[config.mk]
export PLATFORM = sky130hd
export DESIGN_NAME = icm_channel_mux
export DESIGN_NICKNAME = d
export VERILOG_FILES = /design/src/shared/icm_pkg.sv /design/src/icm_bus_sense.sv /design/src/icm_addr_decode.sv /design/src/icm_channel_mux.sv
export SDC_FILE = /design/constraint.sdc
export NUM_CORES = 1
export LEC_CHECK = 0
export BUFFER_PORTS_ARGS = -buffer_cell sky130_fd_sc_hd__buf_2
export CAP_MARGIN = 25
export CORE_MARGIN = 3
export CORE_UTILIZATION = 45
export CTS_CLUSTER_SIZE = 16
export DETAILED_ROUTE_END_ITERATION = 8
export PLACE_DENSITY = 0.73
export SLEW_MARGIN = 15
export SYNTH_ARGS = -nofsm -noshare
export SYNTH_HDL_FRONTEND = slang
export SYNTH_SLANG_ARGS = --single-unit
[constraint.sdc]
create_clock -name sys_clk -period 4.4 [get_ports sys_clk]
set_input_delay 0.22 -clock sys_clk [delete_from_list [all_inputs] [get_ports sys_clk]]
set_output_delay 0.22 -clock sys_clk [all_outputs]
set_load 0.005 [all_outputs]
[src/shared/icm_pkg.sv]
// package of constants, types and states for the channel mux control
package icm_pkg;
	// general call and reset code bytes in eight bits; id address in seven-bit form
	localparam logic [7:0] GENERAL_CALL_BYTE = 8'h00;
	localparam logic [7:0] SOFT_RESET_CODE   = 8'h06;
	localparam logic [6:0] ID_ADDR_7BIT      = 7'h7C;
	// base codes of the two address groups, seven-bit form
	localparam logic [6:0] BASE_GROUP_E      = 7'h70;
	localparam logic [6:0] BASE_GROUP_B      = 7'h58;
	// channel select field positions and reset value
	localparam int         CH_ENABLE_POS     = 2;
	localparam int         CH_INDEX_HIGH_POS = 1;
	localparam int         CH_INDEX_LOW_POS  = 0;
	localparam logic [7:0] CH_SELECT_RESET   = 8'h04;
	// identification word fields; values are arbitrary
	localparam logic [11:0] ID_MANUFACTURER  = 12'hA5C;
	localparam logic [8:0]  ID_PART          = 9'h123;
	localparam logic [2:0]  ID_REVISION      = 3'h1;
	localparam int          ID_BYTES         = 3;
	// minimum reset pin low time in ns and derived cycles at 100 MHz
	localparam int RESET_LOW_NS  = 100;
	localparam int CLK_PERIOD_NS = 10;
	localparam int RESET_LOW_CYC =
		(RESET_LOW_NS + CLK_PERIOD_NS - 1) / CLK_PERIOD_NS;
	// address pin sense code
	typedef enum logic [1:0] {
		ICM_PIN_LOW  = 2'h0,
		ICM_PIN_HIGH = 2'h1,
		ICM_PIN_SCL  = 2'h2,
		ICM_PIN_SDA  = 2'h3
	} icm_pin_e;
	// bus condition events from the front end
	typedef struct packed {
		logic start;
		logic stop;
		logic scl_rise;
		logic scl_fall;
		logic sda;
	} icm_bus_ev_s;
	// slave byte engine states, gray along the write path
	typedef enum logic [2:0] {
		ICM_IDLE  = 3'b000,
		ICM_ADDR  = 3'b001,
		ICM_ACK   = 3'b011,
		ICM_WRITE = 3'b010,
		ICM_READ  = 3'b110,
		ICM_RACK  = 3'b111
	} icm_state_e;
endpackage

[src/icm_bus_sense.sv]
// synchronisers and start, stop and edge detection on the upstream bus
`timescale 1ns/100ps
module icm_bus_sense (
	// clock and reset
	input  wire logic                sys_clk,
	input  wire logic                rst,
	// upstream pins
	input  wire logic                scl_in,
	input  wire logic                sda_in,
	// synchronised levels and events
	output icm_pkg::icm_bus_ev_s     bus_ev,
	output logic                     scl_sync
);
	logic [1:0] scl_ff; // two-stage synchroniser for clock
	logic [1:0] sda_ff; // two-stage synchroniser for data
	logic       scl_d;  // delayed synced clock
	logic       sda_d;  // delayed synced data

	// synchronise both lines, then keep a delayed copy for edges
	always_ff @(posedge sys_clk) begin
		if (rst) begin
			scl_ff <= 2'h3;
			sda_ff <= 2'h3;
			scl_d  <= 1'b1;
			sda_d  <= 1'b1;
		end else begin
			scl_ff <= {scl_ff[0], scl_in};
			sda_ff <= {sda_ff[0], sda_in};
			scl_d  <= scl_ff[1];
			sda_d  <= sda_ff[1];
		end
	end

	// events derived from second stage and its delayed copy only
	always_comb begin
		bus_ev.start    = scl_ff[1] & scl_d & sda_d & ~sda_ff[1];
		bus_ev.stop     = scl_ff[1] & scl_d & ~sda_d & sda_ff[1];
		bus_ev.scl_rise = scl_ff[1] & ~scl_d;
		bus_ev.scl_fall = ~scl_ff[1] & scl_d;
		bus_ev.sda      = sda_ff[1];
		scl_sync        = scl_ff[1];
	end
endmodule

[src/icm_addr_decode.sv]
// slave address decode from the two four-level address inputs
`timescale 1ns/100ps
module icm_addr_decode (
	// clock and reset
	input  wire logic                sys_clk,
	input  wire logic                rst,
	// sensed levels of the two address inputs
	input  icm_pkg::icm_pin_e        address_select_low,
	input  icm_pkg::icm_pin_e        address_select_high,
	// decoded seven-bit own address
	output logic [6:0]               own_addr
);
	// maps a pin code to its two address bits within the group
	function automatic logic [1:0] low_bits(icm_pkg::icm_pin_e p);
		case (p)
			icm_pkg::ICM_PIN_SCL:  low_bits = 2'h0;
			icm_pkg::ICM_PIN_LOW:  low_bits = 2'h1;
			icm_pkg::ICM_PIN_SDA:  low_bits = 2'h2;
			default:               low_bits = 2'h3;
		endcase
	endfunction

	icm_pkg::icm_pin_e lo_s1; // first stage, low address input
	icm_pkg::icm_pin_e lo_s2; // second stage, low address input
	icm_pkg::icm_pin_e hi_s1; // first stage, high address input
	icm_pkg::icm_pin_e hi_s2; // second stage, high address input

	// pins come from outside the clock domain: two stages first
	always_ff @(posedge sys_clk) begin
		if (rst) begin
			lo_s1 <= icm_pkg::ICM_PIN_LOW;
			lo_s2 <= icm_pkg::ICM_PIN_LOW;
			hi_s1 <= icm_pkg::ICM_PIN_LOW;
			hi_s2 <= icm_pkg::ICM_PIN_LOW;
		end else begin
			lo_s1 <= address_select_low;
			lo_s2 <= lo_s1;
			hi_s1 <= address_select_high;
			hi_s2 <= hi_s1;
		end
	end

	// register the decoded address so it is steady for the engine
	always_ff @(posedge sys_clk) begin
		if (rst) begin
			own_addr <= icm_pkg::BASE_GROUP_E;
		end else begin
			case (hi_s2)
				icm_pkg::ICM_PIN_LOW:
					own_addr <= icm_pkg::BASE_GROUP_E |
						{4'h0, 1'b0, low_bits(lo_s2)};
				icm_pkg::ICM_PIN_HIGH:
					own_addr <= icm_pkg::BASE_GROUP_E |
						{4'h0, 1'b1, low_bits(lo_s2)};
				icm_pkg::ICM_PIN_SCL:
					own_addr <= icm_pkg::BASE_GROUP_B |
						{4'h0, 1'b0, low_bits(lo_s2)};
				default:
					own_addr <= icm_pkg::BASE_GROUP_B |
						{4'h0, 1'b1, low_bits(lo_s2)};
			endcase
		end
	end
endmodule

[src/icm_channel_mux.sv]
// i2c slave control of a one-of-four channel multiplexer
// Summary of operation
// - ack general call only with write direction
// - ack only reset code byte after general call
// - no ack for later general call bytes
// - reset at stop; repeated start cancels
// - aborted reset leaves registers unchanged
// - hardwired read-only 24-bit identification word
// - ack id target byte only if ours
// - stop or other access abandons id read
// - id bytes sent most significant first
// - master nack ends id read, engine goes idle
// - wrap to first id byte after third
// - keep last written byte; register readable
// - new channel connects only at stop
// - bit two enables, bits one zero pick
// - at most one channel connected at once
// - reset value enables channel zero only
// - reset pin low resets, disconnects channels
// - two address inputs pick sixteen addresses
`timescale 1ns/100ps
module icm_channel_mux (
	// clock and power-on reset
	input  wire logic              sys_clk,
	input  wire logic              rst,
	// active-low reset pin, asynchronous to sys_clk
	input  wire logic              reset_pin_n,
	// upstream bus
	input  wire logic              scl_in,
	input  wire logic              sda_in,
	output logic                   sda_out,
	output logic                   sda_oe,
	// address inputs, sensed level codes
	input  icm_pkg::icm_pin_e      address_select_low,
	input  icm_pkg::icm_pin_e      address_select_high,
	// downstream pair connect enables, one hot or zero
	output logic [3:0]             downstream_channel_pair,
	// register view
	output logic [7:0]             channel_select
);
	icm_pkg::icm_bus_ev_s ev;          // bus events
	logic                 scl_s;       // synced clock level
	logic [6:0]           own_addr;    // our address
	icm_pkg::icm_state_e  state;       // byte engine state
	logic [7:0]           shift;       // receive shift register
	logic [3:0]           bit_cnt;     // bit counter in byte
	logic                 is_read;     // current access direction
	logic [1:0]           mode;        // 0 own,1 gen call,2 id wr,3 id rd
	logic                 gc_bytes;    // byte after the address acked
	logic                 reset_armed; // reset code acked
	logic                 id_pending;  // id target acked, await restart
	logic [1:0]           id_idx;      // id byte index
	logic [7:0]           tx_byte;     // byte being sent
	logic                 ack_drive;   // pull sda low for ack
	logic                 ack_ok;      // decision for ack slot
	logic                 pending_sel; // new selection awaiting stop
	logic [1:0]           rpin_ff;     // reset pin synchroniser
	logic [3:0]           rpin_cnt;    // low time counter
	logic                 pin_reset;   // qualified reset pin
	logic                 soft_reset;  // software reset pulse
	logic                 any_reset;   // combined logic reset
	logic [23:0]          id_word;     // identification word

	// hardwired identification word, read only
	assign id_word = {icm_pkg::ID_MANUFACTURER, icm_pkg::ID_PART,
		icm_pkg::ID_REVISION};

	// reset of the logic from power-on, pin or software command
	assign any_reset = rst | pin_reset | soft_reset;

	// bus front end
	icm_bus_sense u_sense (
		.sys_clk  (sys_clk),
		.rst      (rst),
		.scl_in   (scl_in),
		.sda_in   (sda_in),
		.bus_ev   (ev),
		.scl_sync (scl_s)
	);

	// address decode
	icm_addr_decode u_addr (
		.sys_clk             (sys_clk),
		.rst                 (rst),
		.address_select_low  (address_select_low),
		.address_select_high (address_select_high),
		.own_addr            (own_addr)
	);

	// picks the id byte for an index, most significant first
	function automatic logic [7:0] id_byte(logic [1:0] i,
		logic [23:0] w);
		case (i)
			2'h0:    id_byte = w[23:16];
			2'h1:    id_byte = w[15:8];
			default: id_byte = w[7:0];
		endcase
	endfunction

	// synchronise reset pin and qualify its minimum low time
	always_ff @(posedge sys_clk) begin
		if (rst) begin
			rpin_ff   <= 2'h3;
			rpin_cnt  <= 4'h0;
			pin_reset <= 1'b0;
		end else begin
			rpin_ff <= {rpin_ff[0], reset_pin_n};
			if (rpin_ff[1]) begin
				rpin_cnt  <= 4'h0;
				pin_reset <= 1'b0;
			end else if (rpin_cnt == 4'(icm_pkg::RESET_LOW_CYC - 1)) begin
				pin_reset <= 1'b1;
			end else begin
				rpin_cnt <= rpin_cnt + 4'h1;
			end
		end
	end

	// decision for the ack slot after a received byte
	always_comb begin
		ack_ok = 1'b0;
		if (state == icm_pkg::ICM_ADDR) begin
			if (shift[7:1] == own_addr) begin
				ack_ok = 1'b1;
			end else if (shift == icm_pkg::GENERAL_CALL_BYTE) begin
				ack_ok = 1'b1;
			end else if (shift[7:1] == icm_pkg::ID_ADDR_7BIT) begin
				// write opens id; read only if target was ours
				ack_ok = ~shift[0] | id_pending;
			end
		end else if (state == icm_pkg::ICM_WRITE) begin
			case (mode)
				2'h0:    ack_ok = 1'b1;
				2'h1:    ack_ok = ~gc_bytes &
					(shift == icm_pkg::SOFT_RESET_CODE);
				2'h2:    ack_ok = ~gc_bytes &
					(shift[7:1] == own_addr);
				default: ack_ok = 1'b0;
			endcase
		end
	end

	// byte engine: receives, acks, and sends id or register bytes
	always_ff @(posedge sys_clk) begin
		if (any_reset) begin
			state       <= icm_pkg::ICM_IDLE;
			shift       <= 8'h00;
			bit_cnt     <= 4'h0;
			is_read     <= 1'b0;
			mode        <= 2'h0;
			gc_bytes    <= 1'b0;
			reset_armed <= 1'b0;
			id_pending  <= 1'b0;
			id_idx      <= 2'h0;
			tx_byte     <= 8'h00;
			ack_drive   <= 1'b0;
		end else if (ev.start) begin
			// repeated start cancels an armed reset
			state       <= icm_pkg::ICM_ADDR;
			bit_cnt     <= 4'h0;
			reset_armed <= 1'b0;
			ack_drive   <= 1'b0;
			gc_bytes    <= 1'b0;
		end else if (ev.stop) begin
			// stop abandons any pending id read
			state      <= icm_pkg::ICM_IDLE;
			id_pending <= 1'b0;
			ack_drive  <= 1'b0;
		end else begin
			case (state)
				icm_pkg::ICM_IDLE: begin
					ack_drive <= 1'b0;
				end
				icm_pkg::ICM_ADDR, icm_pkg::ICM_WRITE: begin
					if (ev.scl_rise && bit_cnt < 4'h8) begin
						shift   <= {shift[6:0], ev.sda};
						bit_cnt <= bit_cnt + 4'h1;
					end else if (ev.scl_fall && bit_cnt == 4'h8) begin
						bit_cnt <= 4'h0;
						if (ack_ok) begin
							ack_drive <= 1'b1;
							if (state == icm_pkg::ICM_ADDR) begin
								is_read <= shift[0];
								if (shift[7:1] == icm_pkg::ID_ADDR_7BIT) begin
									mode   <= shift[0] ? 2'h3 : 2'h2;
									id_idx <= 2'h0;
								end else if (shift == 8'h00) begin
									mode <= 2'h1;
								end else begin
									mode <= 2'h0;
								end
								// access to anyone else drops id pending
								if (shift[7:1] != icm_pkg::ID_ADDR_7BIT)
									id_pending <= 1'b0;
							end else begin
								if (mode == 2'h1)
									reset_armed <= 1'b1;
								if (mode == 2'h2)
									id_pending <= 1'b1;
								gc_bytes <= 1'b1;
							end
							state <= icm_pkg::ICM_ACK;
						end else begin
							// nack: armed reset dropped, id pending dropped on address byte, engine goes idle
							state       <= icm_pkg::ICM_IDLE;
							reset_armed <= 1'b0;
							if (state == icm_pkg::ICM_ADDR)
								id_pending <= 1'b0;
						end
					end
				end
				icm_pkg::ICM_ACK: begin
					if (ev.scl_fall) begin
						if (is_read) begin
							state     <= icm_pkg::ICM_READ;
							ack_drive <= 1'b0;
							tx_byte   <= (mode == 2'h3) ?
								id_byte(id_idx, id_word) : channel_select;
						end else begin
							state     <= icm_pkg::ICM_WRITE;
							ack_drive <= 1'b0;
						end
					end
				end
				icm_pkg::ICM_READ: begin
					if (ev.scl_fall) begin
						if (bit_cnt == 4'h7) begin
							bit_cnt <= 4'h0;
							state   <= icm_pkg::ICM_RACK;
						end else begin
							bit_cnt <= bit_cnt + 4'h1;
							tx_byte <= {tx_byte[6:0], 1'b0};
						end
					end
				end
				icm_pkg::ICM_RACK: begin
					if (ev.scl_rise) begin
						if (ev.sda) begin
							state <= icm_pkg::ICM_IDLE;
						end else begin
							state   <= icm_pkg::ICM_ACK;
							// wrap after the third id byte
							id_idx  <= (id_idx == 2'(icm_pkg::ID_BYTES - 1)) ?
								2'h0 : id_idx + 2'h1;
						end
					end
				end
				default: state <= icm_pkg::ICM_IDLE;
			endcase
		end
	end

	// software reset pulse when stop follows an armed reset
	always_ff @(posedge sys_clk) begin
		if (rst | pin_reset)
			soft_reset <= 1'b0;
		else
			soft_reset <= ev.stop & reset_armed & ~soft_reset;
	end

	// control register keeps the last byte written
	always_ff @(posedge sys_clk) begin
		if (any_reset) begin
			channel_select <= icm_pkg::CH_SELECT_RESET;
			pending_sel    <= 1'b1;
		end else if (state == icm_pkg::ICM_WRITE && mode == 2'h0 &&
			ev.scl_fall && bit_cnt == 4'h8) begin
			channel_select <= shift;
			pending_sel    <= 1'b1;
		end else if (ev.stop) begin
			pending_sel <= 1'b0;
		end
	end

	// channel connect updates only on a stop; pin reset disconnects
	always_ff @(posedge sys_clk) begin
		if (rst | pin_reset) begin
			downstream_channel_pair <= 4'h0;
		end else if (ev.stop && pending_sel) begin
			if (channel_select[icm_pkg::CH_ENABLE_POS])
				downstream_channel_pair <= 4'h1 << {
					channel_select[icm_pkg::CH_INDEX_HIGH_POS],
					channel_select[icm_pkg::CH_INDEX_LOW_POS]};
			else
				downstream_channel_pair <= 4'h0;
		end
	end

	// sda drive: ack slot low, or shifted data bit when zero
	always_ff @(posedge sys_clk) begin
		if (any_reset) begin
			sda_out <= 1'b0;
			sda_oe  <= 1'b0;
		end else begin
			sda_out <= 1'b0;
			sda_oe  <= ack_drive |
				((state == icm_pkg::ICM_READ) & ~tx_byte[7]);
		end
	end
endmodule

* Yosys cells after proc, flatten, opt, wreduce, memory -nomap -nowiden
Cells that the tools add are included.
** Storage, ports and cells
- Flip-flop bits (word level) :: 75
- Input port bits :: 9
- Output and inout port bits :: 14
** Cells by class
- Add/subtract/negate cells :: 3
- Magnitude comparators :: 1
- Eq/ne operators :: 45
- Shift operators :: 1
- Multiplexer cells :: 62
- Bitwise gates (word level) :: 29
- Reductions and logical operators :: 36
** Operator list (number)
- 8-bit two-way mux :: 5
- 7-bit AND reduction :: 5
- 8-bit one-hot mux with 2 select lines :: 2
- 2-bit != test, second input constant :: 14
- 1-bit two-way mux :: 25
- 4-bit != test, second input constant :: 6
- 2-bit two-way mux :: 11
- 3-bit two-way mux :: 7
- 4-bit two-way mux :: 5
- 6-bit one-hot mux with 3 select lines :: 1
- 3-bit one-hot mux with 5 select lines :: 1
- 1-bit inverter :: 13
- 1-bit bitwise AND :: 12
- 2-bit == test, second input constant :: 6
- 6-bit AND reduction :: 2
- 10-bit AND reduction :: 1
- 2-bit nonzero test :: 5
- 3-bit nonzero test :: 3
- 4-bit by 1-bit adder with 4-bit output, second input constant :: 2
- 4-bit == test, second input constant :: 2
- 8-bit by 3-bit == test with 1-bit output, second input constant :: 1
- 2-bit logical NOT :: 4
- 8-bit logical NOT :: 1
- 4-bit one-hot mux with 2 select lines :: 1
- 24 further kinds :: 42

* Longest topological paths before layout
- Depth in word-level cells :: 12
- Gate-level depth with buffers :: 8
- Mapped depth without buffers :: 8

* Cells and area by module
Synthesis repeated with hierarchy kept, for this count alone.
** Second synthesis, totals
- Cell total of the unflattened synthesis :: 390
- Area, all modules :: 3528.4 um^2
** Modules (own cells, without submodules)
- icm_channel_mux :: times used 1, cells an instance 343, area an instance 2965.3 um^2, sequential area each 1081.0 um^2
- icm_addr_decode :: times used 1, cells an instance 30, area an instance 365.4 um^2, sequential area each 260.2 um^2
- icm_bus_sense :: times used 1, cells an instance 17, area an instance 197.7 um^2, sequential area each 120.1 um^2

* Least setup slack after synthesis
OpenSTA, ideal clock, no wires.
- Path type :: register to register
- From :: reg shift[0]
- To :: reg state[1]
- Arrival time :: 1.953 ns
- Data required time :: 4.321 ns
- Slack :: 2.367 ns
- Stages on the path, launching flop included :: 7
- Buffers on the path :: 0
- Clock period less this slack :: 2.033 ns
- Cell sequence :: dfxtp_1 -> or4_4 -> o41a_1 -> o2bb2ai_1 -> o2bb2a_4 -> o31ai_1 -> a211oi_2
** On the way
- Cells in the longest elaborated chain, start to end :: 10
- Elaborated cells on any way between the ends :: 15
- Classes of those cells :: eq/ne (1); mux (10); bitwise (3); reduce/logical (1)
** RTL lines
- start, declared :: line icm_channel_mux.sv:45 : logic [7:0] shift;
- start signal, assigned :: line icm_channel_mux.sv:176 : shift <= {shift[6:0], ev.sda};
- parallel branches: the longest is 5 deep, another holds 8-bit by 3-bit == test with 1-bit output
- 1-bit two-way mux * :: line icm_channel_mux.sv:122 : if (state == icm_pkg::ICM_ADDR) begin
- 2-bit two-way mux * :: line icm_channel_mux.sv:180 : if (ack_ok) begin
- 3-bit two-way mux * :: line icm_channel_mux.sv:178 : end else if (ev.scl_fall && bit_cnt == 4'h8) begin
- 3-bit two-way mux * :: line icm_channel_mux.sv:175 : if (ev.scl_rise && bit_cnt < 4'h8) begin
- 3-bit one-hot mux with 5 select lines * :: line icm_channel_mux.sv:170 : case (state)
- end signal, assigned :: line icm_channel_mux.sv:166 : state <= icm_pkg::ICM_IDLE;
- end signal, assigned :: line icm_channel_mux.sv:202 : state <= icm_pkg::ICM_ACK;
- end signal, assigned :: line icm_channel_mux.sv:205 : state <= icm_pkg::ICM_IDLE;
- end, declared :: line icm_channel_mux.sv:44 : icm_pkg::icm_state_e state;
Mark *: on every way between the ends. The select of a mux whose other input is x is not followed.
A chain may end at the register's enable or synchronous reset.

* Worst setup path after layout
- From :: reg state[2]
- To :: reg tx_byte[0]
** On the way
- Cells in the longest elaborated chain, start to end :: 3
- Elaborated cells on any way between the ends :: 9
- Classes of those cells :: eq/ne (6); mux (1); reduce/logical (2)
** RTL lines
- start signal, assigned :: line icm_channel_mux.sv:146 : state <= icm_pkg::ICM_IDLE;
- start signal, assigned :: line icm_channel_mux.sv:159 : state <= icm_pkg::ICM_ADDR;
- start signal, assigned :: line icm_channel_mux.sv:166
- 3-bit == test / 3-bit by 2-bit == test with 1-bit output (equally long branches) :: line icm_channel_mux.sv:170
- 2-bit != test (no source line) / 2-bit nonzero test (equally long branches)
- 7-bit AND reduction (no source line)
- end signal, assigned :: line icm_channel_mux.sv:217 : tx_byte <= (mode == 2'h3) ?
- end signal, assigned :: line icm_channel_mux.sv:232 : tx_byte <= {tx_byte[6:0], 1'b0};
- end, declared :: line icm_channel_mux.sv:53 : logic [7:0] tx_byte;
Parallel ways exist; a longest one is shown, timed or not.

==> results.txt <==
The shortest clock period the worst path allows after layout is 2610 ps. The post-synthesis register bit count came out at 73. The number of cells on the worst hold path is 2. For this run, global-route usage on met2 was measured as between 20% and 30%.

The number of I/O port buffers is 21. The sequential group share of total power is a little under three fifths. The ratio of routed vias to standard cells is 5.37. The maximum resistive drop on vdd is between 0.00015 and 0.0002 V. The via count of the first global-routing pass is 2424. The share of synthesized area in the top cell type comes to 44.3%. The clock tree from TritonCTS is done. The internal power of the cells came out at 0.902 mW. The starting density of the core came out at 47.5%. The critical-path maximum fanout is 19.

The async set-or-reset flop fraction in the synthesized netlist came out at 0%. The detail route stage leaves a number of antenna-violating nets equal to 0. The iteration-0 DRC count of the detailed router came out at 355. Setup slack on the critical path of the routed design comes to 1790 ps.

The area of the core region is slightly below 7000 µm². The pin count of the biggest net entering global routing came out at 34. The floorplan has 30 rows. The global routing stage identified its most utilized layer as met2. The number of instances in the synthesized netlist came out at 372.

After synthesis, the most frequently instantiated cells are dfxtp_1, nor2_1, nand2_1, mux2i_1, a21oi_1. The category of the most critical setup path is reg2reg. The cell area power density came out at 333 nW/µm². The number of hold-repair buffers added at the cts stage came out at 0.

The number of different library cells used by synthesis comes to 57. The area of the mapped netlist is 3300 µm². The global-route wire length before repair is 11200 µm. The final critical path takes up 59.4% of the cycle. The startpoint kind of the worst setup timing path is a register.

Setup repair after global routing left no endpoint under its margin. Counting along the longest clock path gives a buffer depth of 2. The max-capacitance violation count came out at 0. In this run the clock root is driven by a clkbuf_8. The relative slew slack is 34.7%.

The combinational power share came out at 3.5%. In the final layout, the share of cells above drive strength 1 is between 10 and 15%. The count of cells in the finished layout, fillers not included, comes to 488. By area the synthesized netlist is led by dfxtp_1, mux2i_1, nor2_1.

The average wire length per cell after detail routing is 13.9 µm. The total overflow left after global routing is 0. The worst-case hold slack is 43.8 ps. The global routing met1 resource utilization is between 20 and 25%. The switching part of the total is 25.7%. The highest clock frequency the design can meet is 383 MHz. The number of nets produced by synthesis is 389. The number of endpoints with negative hold slack in the final report came out at 0. The count of synthesis-stage warnings from yosys came out at 0. The cell type with the highest aggregate area in the netlist is dfxtp_1. The flow ran to the end, and the final reports show no timing, DRC or antenna violations. The min-delay analysis places its worst path in the category in2reg. The number of endpoints failing setup at the final stage came out at 0. The transition time of the tightest slew-check pin came out at 976 ps. The overall die area came out at 8390 µm². The number of placed cells counting well taps is between 400 and 500. The data required time of the critical path came out at around 4700 ps. The floorplan die height is 91.6 µm. The per-instance average area after synthesis is 8.87 µm². The growth of design area from synthesis to finish came out at 10.4%.

The register clock-pin slew on the reported worst setup and hold paths is 80 ps. Clock tree synthesis inserted a total of 9 buffers. The worst setup path is captured at a register. The worst setup slack after placement is 1830 ps. The sum of routed wire length over all layers is a little under 7000 µm. The count of flip-flops with a built-in enable after synthesis is 0. The max-slew violation count came to 0.

Once the clock tree was built, the resizer swapped 0 gates to a different size. The switching power of the nets is 0.311 mW. The horizontal die dimension came out at 91.6 µm. For the worst setup path, the data arrival time is 2910 ps. The congestion estimate from routability-driven global placement came to 0.925.

The clock latency at the later pin of the worst-skew pair is ~360 ps. The clock network burns 40.8% of the power. The overall fraction of global-route tracks in use came out at ~17%. The DRC violation count after routing came out at 0. The post-layout net count came out at 404. The number of antenna cells inserted came out at 0.

The number of iterations in the first detailed-routing pass is 5. The initial antenna violation count is 0. For this run, global-route usage on met3 was measured as 4.51%. The total negative setup slack came out at 0 ps.

The sequential fraction of the synthesis area came out at approximately 44%. Detailed placement finished with a half-perimeter wire length of 4690 µm. The vias after detailed routing is between 2000 and 3000. The most repeated cell in the gate-level netlist after synthesis is dfxtp_1.

The post-CTS repair timing setup buffer count came out at 0. The H-tree depth reported by CTS is 3. The CTS sink count is 73.

For this run, the leading register cell type out of synthesis is dfxtp_1. The cell leakage power is 1.45 nW. The number of top-level pins is 23. The clock skew after layout is 8.94 ps. The number of cells on the worst reg-to-reg path is 6.
[cells in the final DEF, fill, tap and decap left out, types with 3 or more instances in the layout]
cell type   n
or3_1       3
inv_6       3
clkbuf_8    9
ha_1        8
a31oi_1     5
nor2_1     52
mux2i_1    23
or2_2       9
xnor2_1     6
o2111ai_1   3
inv_1      10
o211ai_1    3
xor2_1      6
nand3_1     8
a21oi_1    19
o21ai_0     8
nand3b_1    4
dfxtp_1    73
nor2b_1    15
buf_2      21
nand2_1    25
nand4_1     3
nor3_1     17
a211oi_1    4
and2_1      3
nand2b_1   10
[power by group through the flow]
stage	Sequential, mW	Combinational [mW]	Clock, mW
6_report	0.676	0.0421	0.495
3_3_place_gp	0.692	0.0416	0
4_1_cts	0.676	0.0421	0.513
5_1_grt	0.678	0.0472	0.540
3_5_place_dp	0.692	0.0419	0
2_1_floorplan	0.688	0.0340	0
[layer usage]
layer	vias to the layer above	share of wire (%)
met5	-	0
met4	0	2.9
met3	17	5.8
met2	84	46
met1	1199	45
li1	1320	-
[worst paths after layout]
check | startpoint | to | slack [ps]
worst min-delay path | sda_in | u_sense.sda_ff[0] | 40
worst max register to register | state[2] | tx_byte[0] | 1790
worst max-delay path | state[2] | tx_byte[0] | 1790
worst min register to register | u_addr.lo_s2[1] | u_addr.own_addr[0] | 390
[worst max-delay path: stages (launching register included)]
cell and delay (ps):
dfxtp_1 710, and3b_1 460, o21ai_0 270, inv_1 100
o211ai_1 390, or3_1 490, a21oi_1 130
[stage by stage]
stage / instance area, µm² / utilization [%] / total power [mW]
finish: 3640 / 52.5 / 1.21
global route: 3640 / 52.5 / 1.26
CTS: 3640 / 52.5 / 1.23
detailed placement: 3460 / 49.8 / 0.734
global placement: 3460 / 49.8 / 0.733
floorplan: 3300 / - / 0.722
[state kept, by name (all words and copies together), names as in the netlist, 3 cells and up]
signal and count:
rpin_cnt 4, u_addr.own_addr 5, bit_cnt 4, shift 8
state 3, downstream_channel_pair 4, tx_byte 8, channel_select 8
[cell families after synthesis]
logic type / after synthesis / share of synthesized area [%]
other: 1 / 0.114
DFF: 73 / 44.3
xor gates and xnor gates: 12 / 3.19
and+or+nand+nor: 166 / 26.2
AOI/OAI and AO/OA: 61 / 12.8
buffers and inverters: 28 / 3.38
muxes: 23 / 6.98
adders and majority gates: 8 / 3.04
[layout make-up]
class                      instances  area (µm²)
clock buffer                       9         124
sequential                        73        1460
inverter                          10        37.5
tap                               96         120
fill                             666        3300
timing repair buffer              22         113
clock inverter                     7        61.3
multi-input combinational        271        1730
Power figures use the tool's default switching activity.
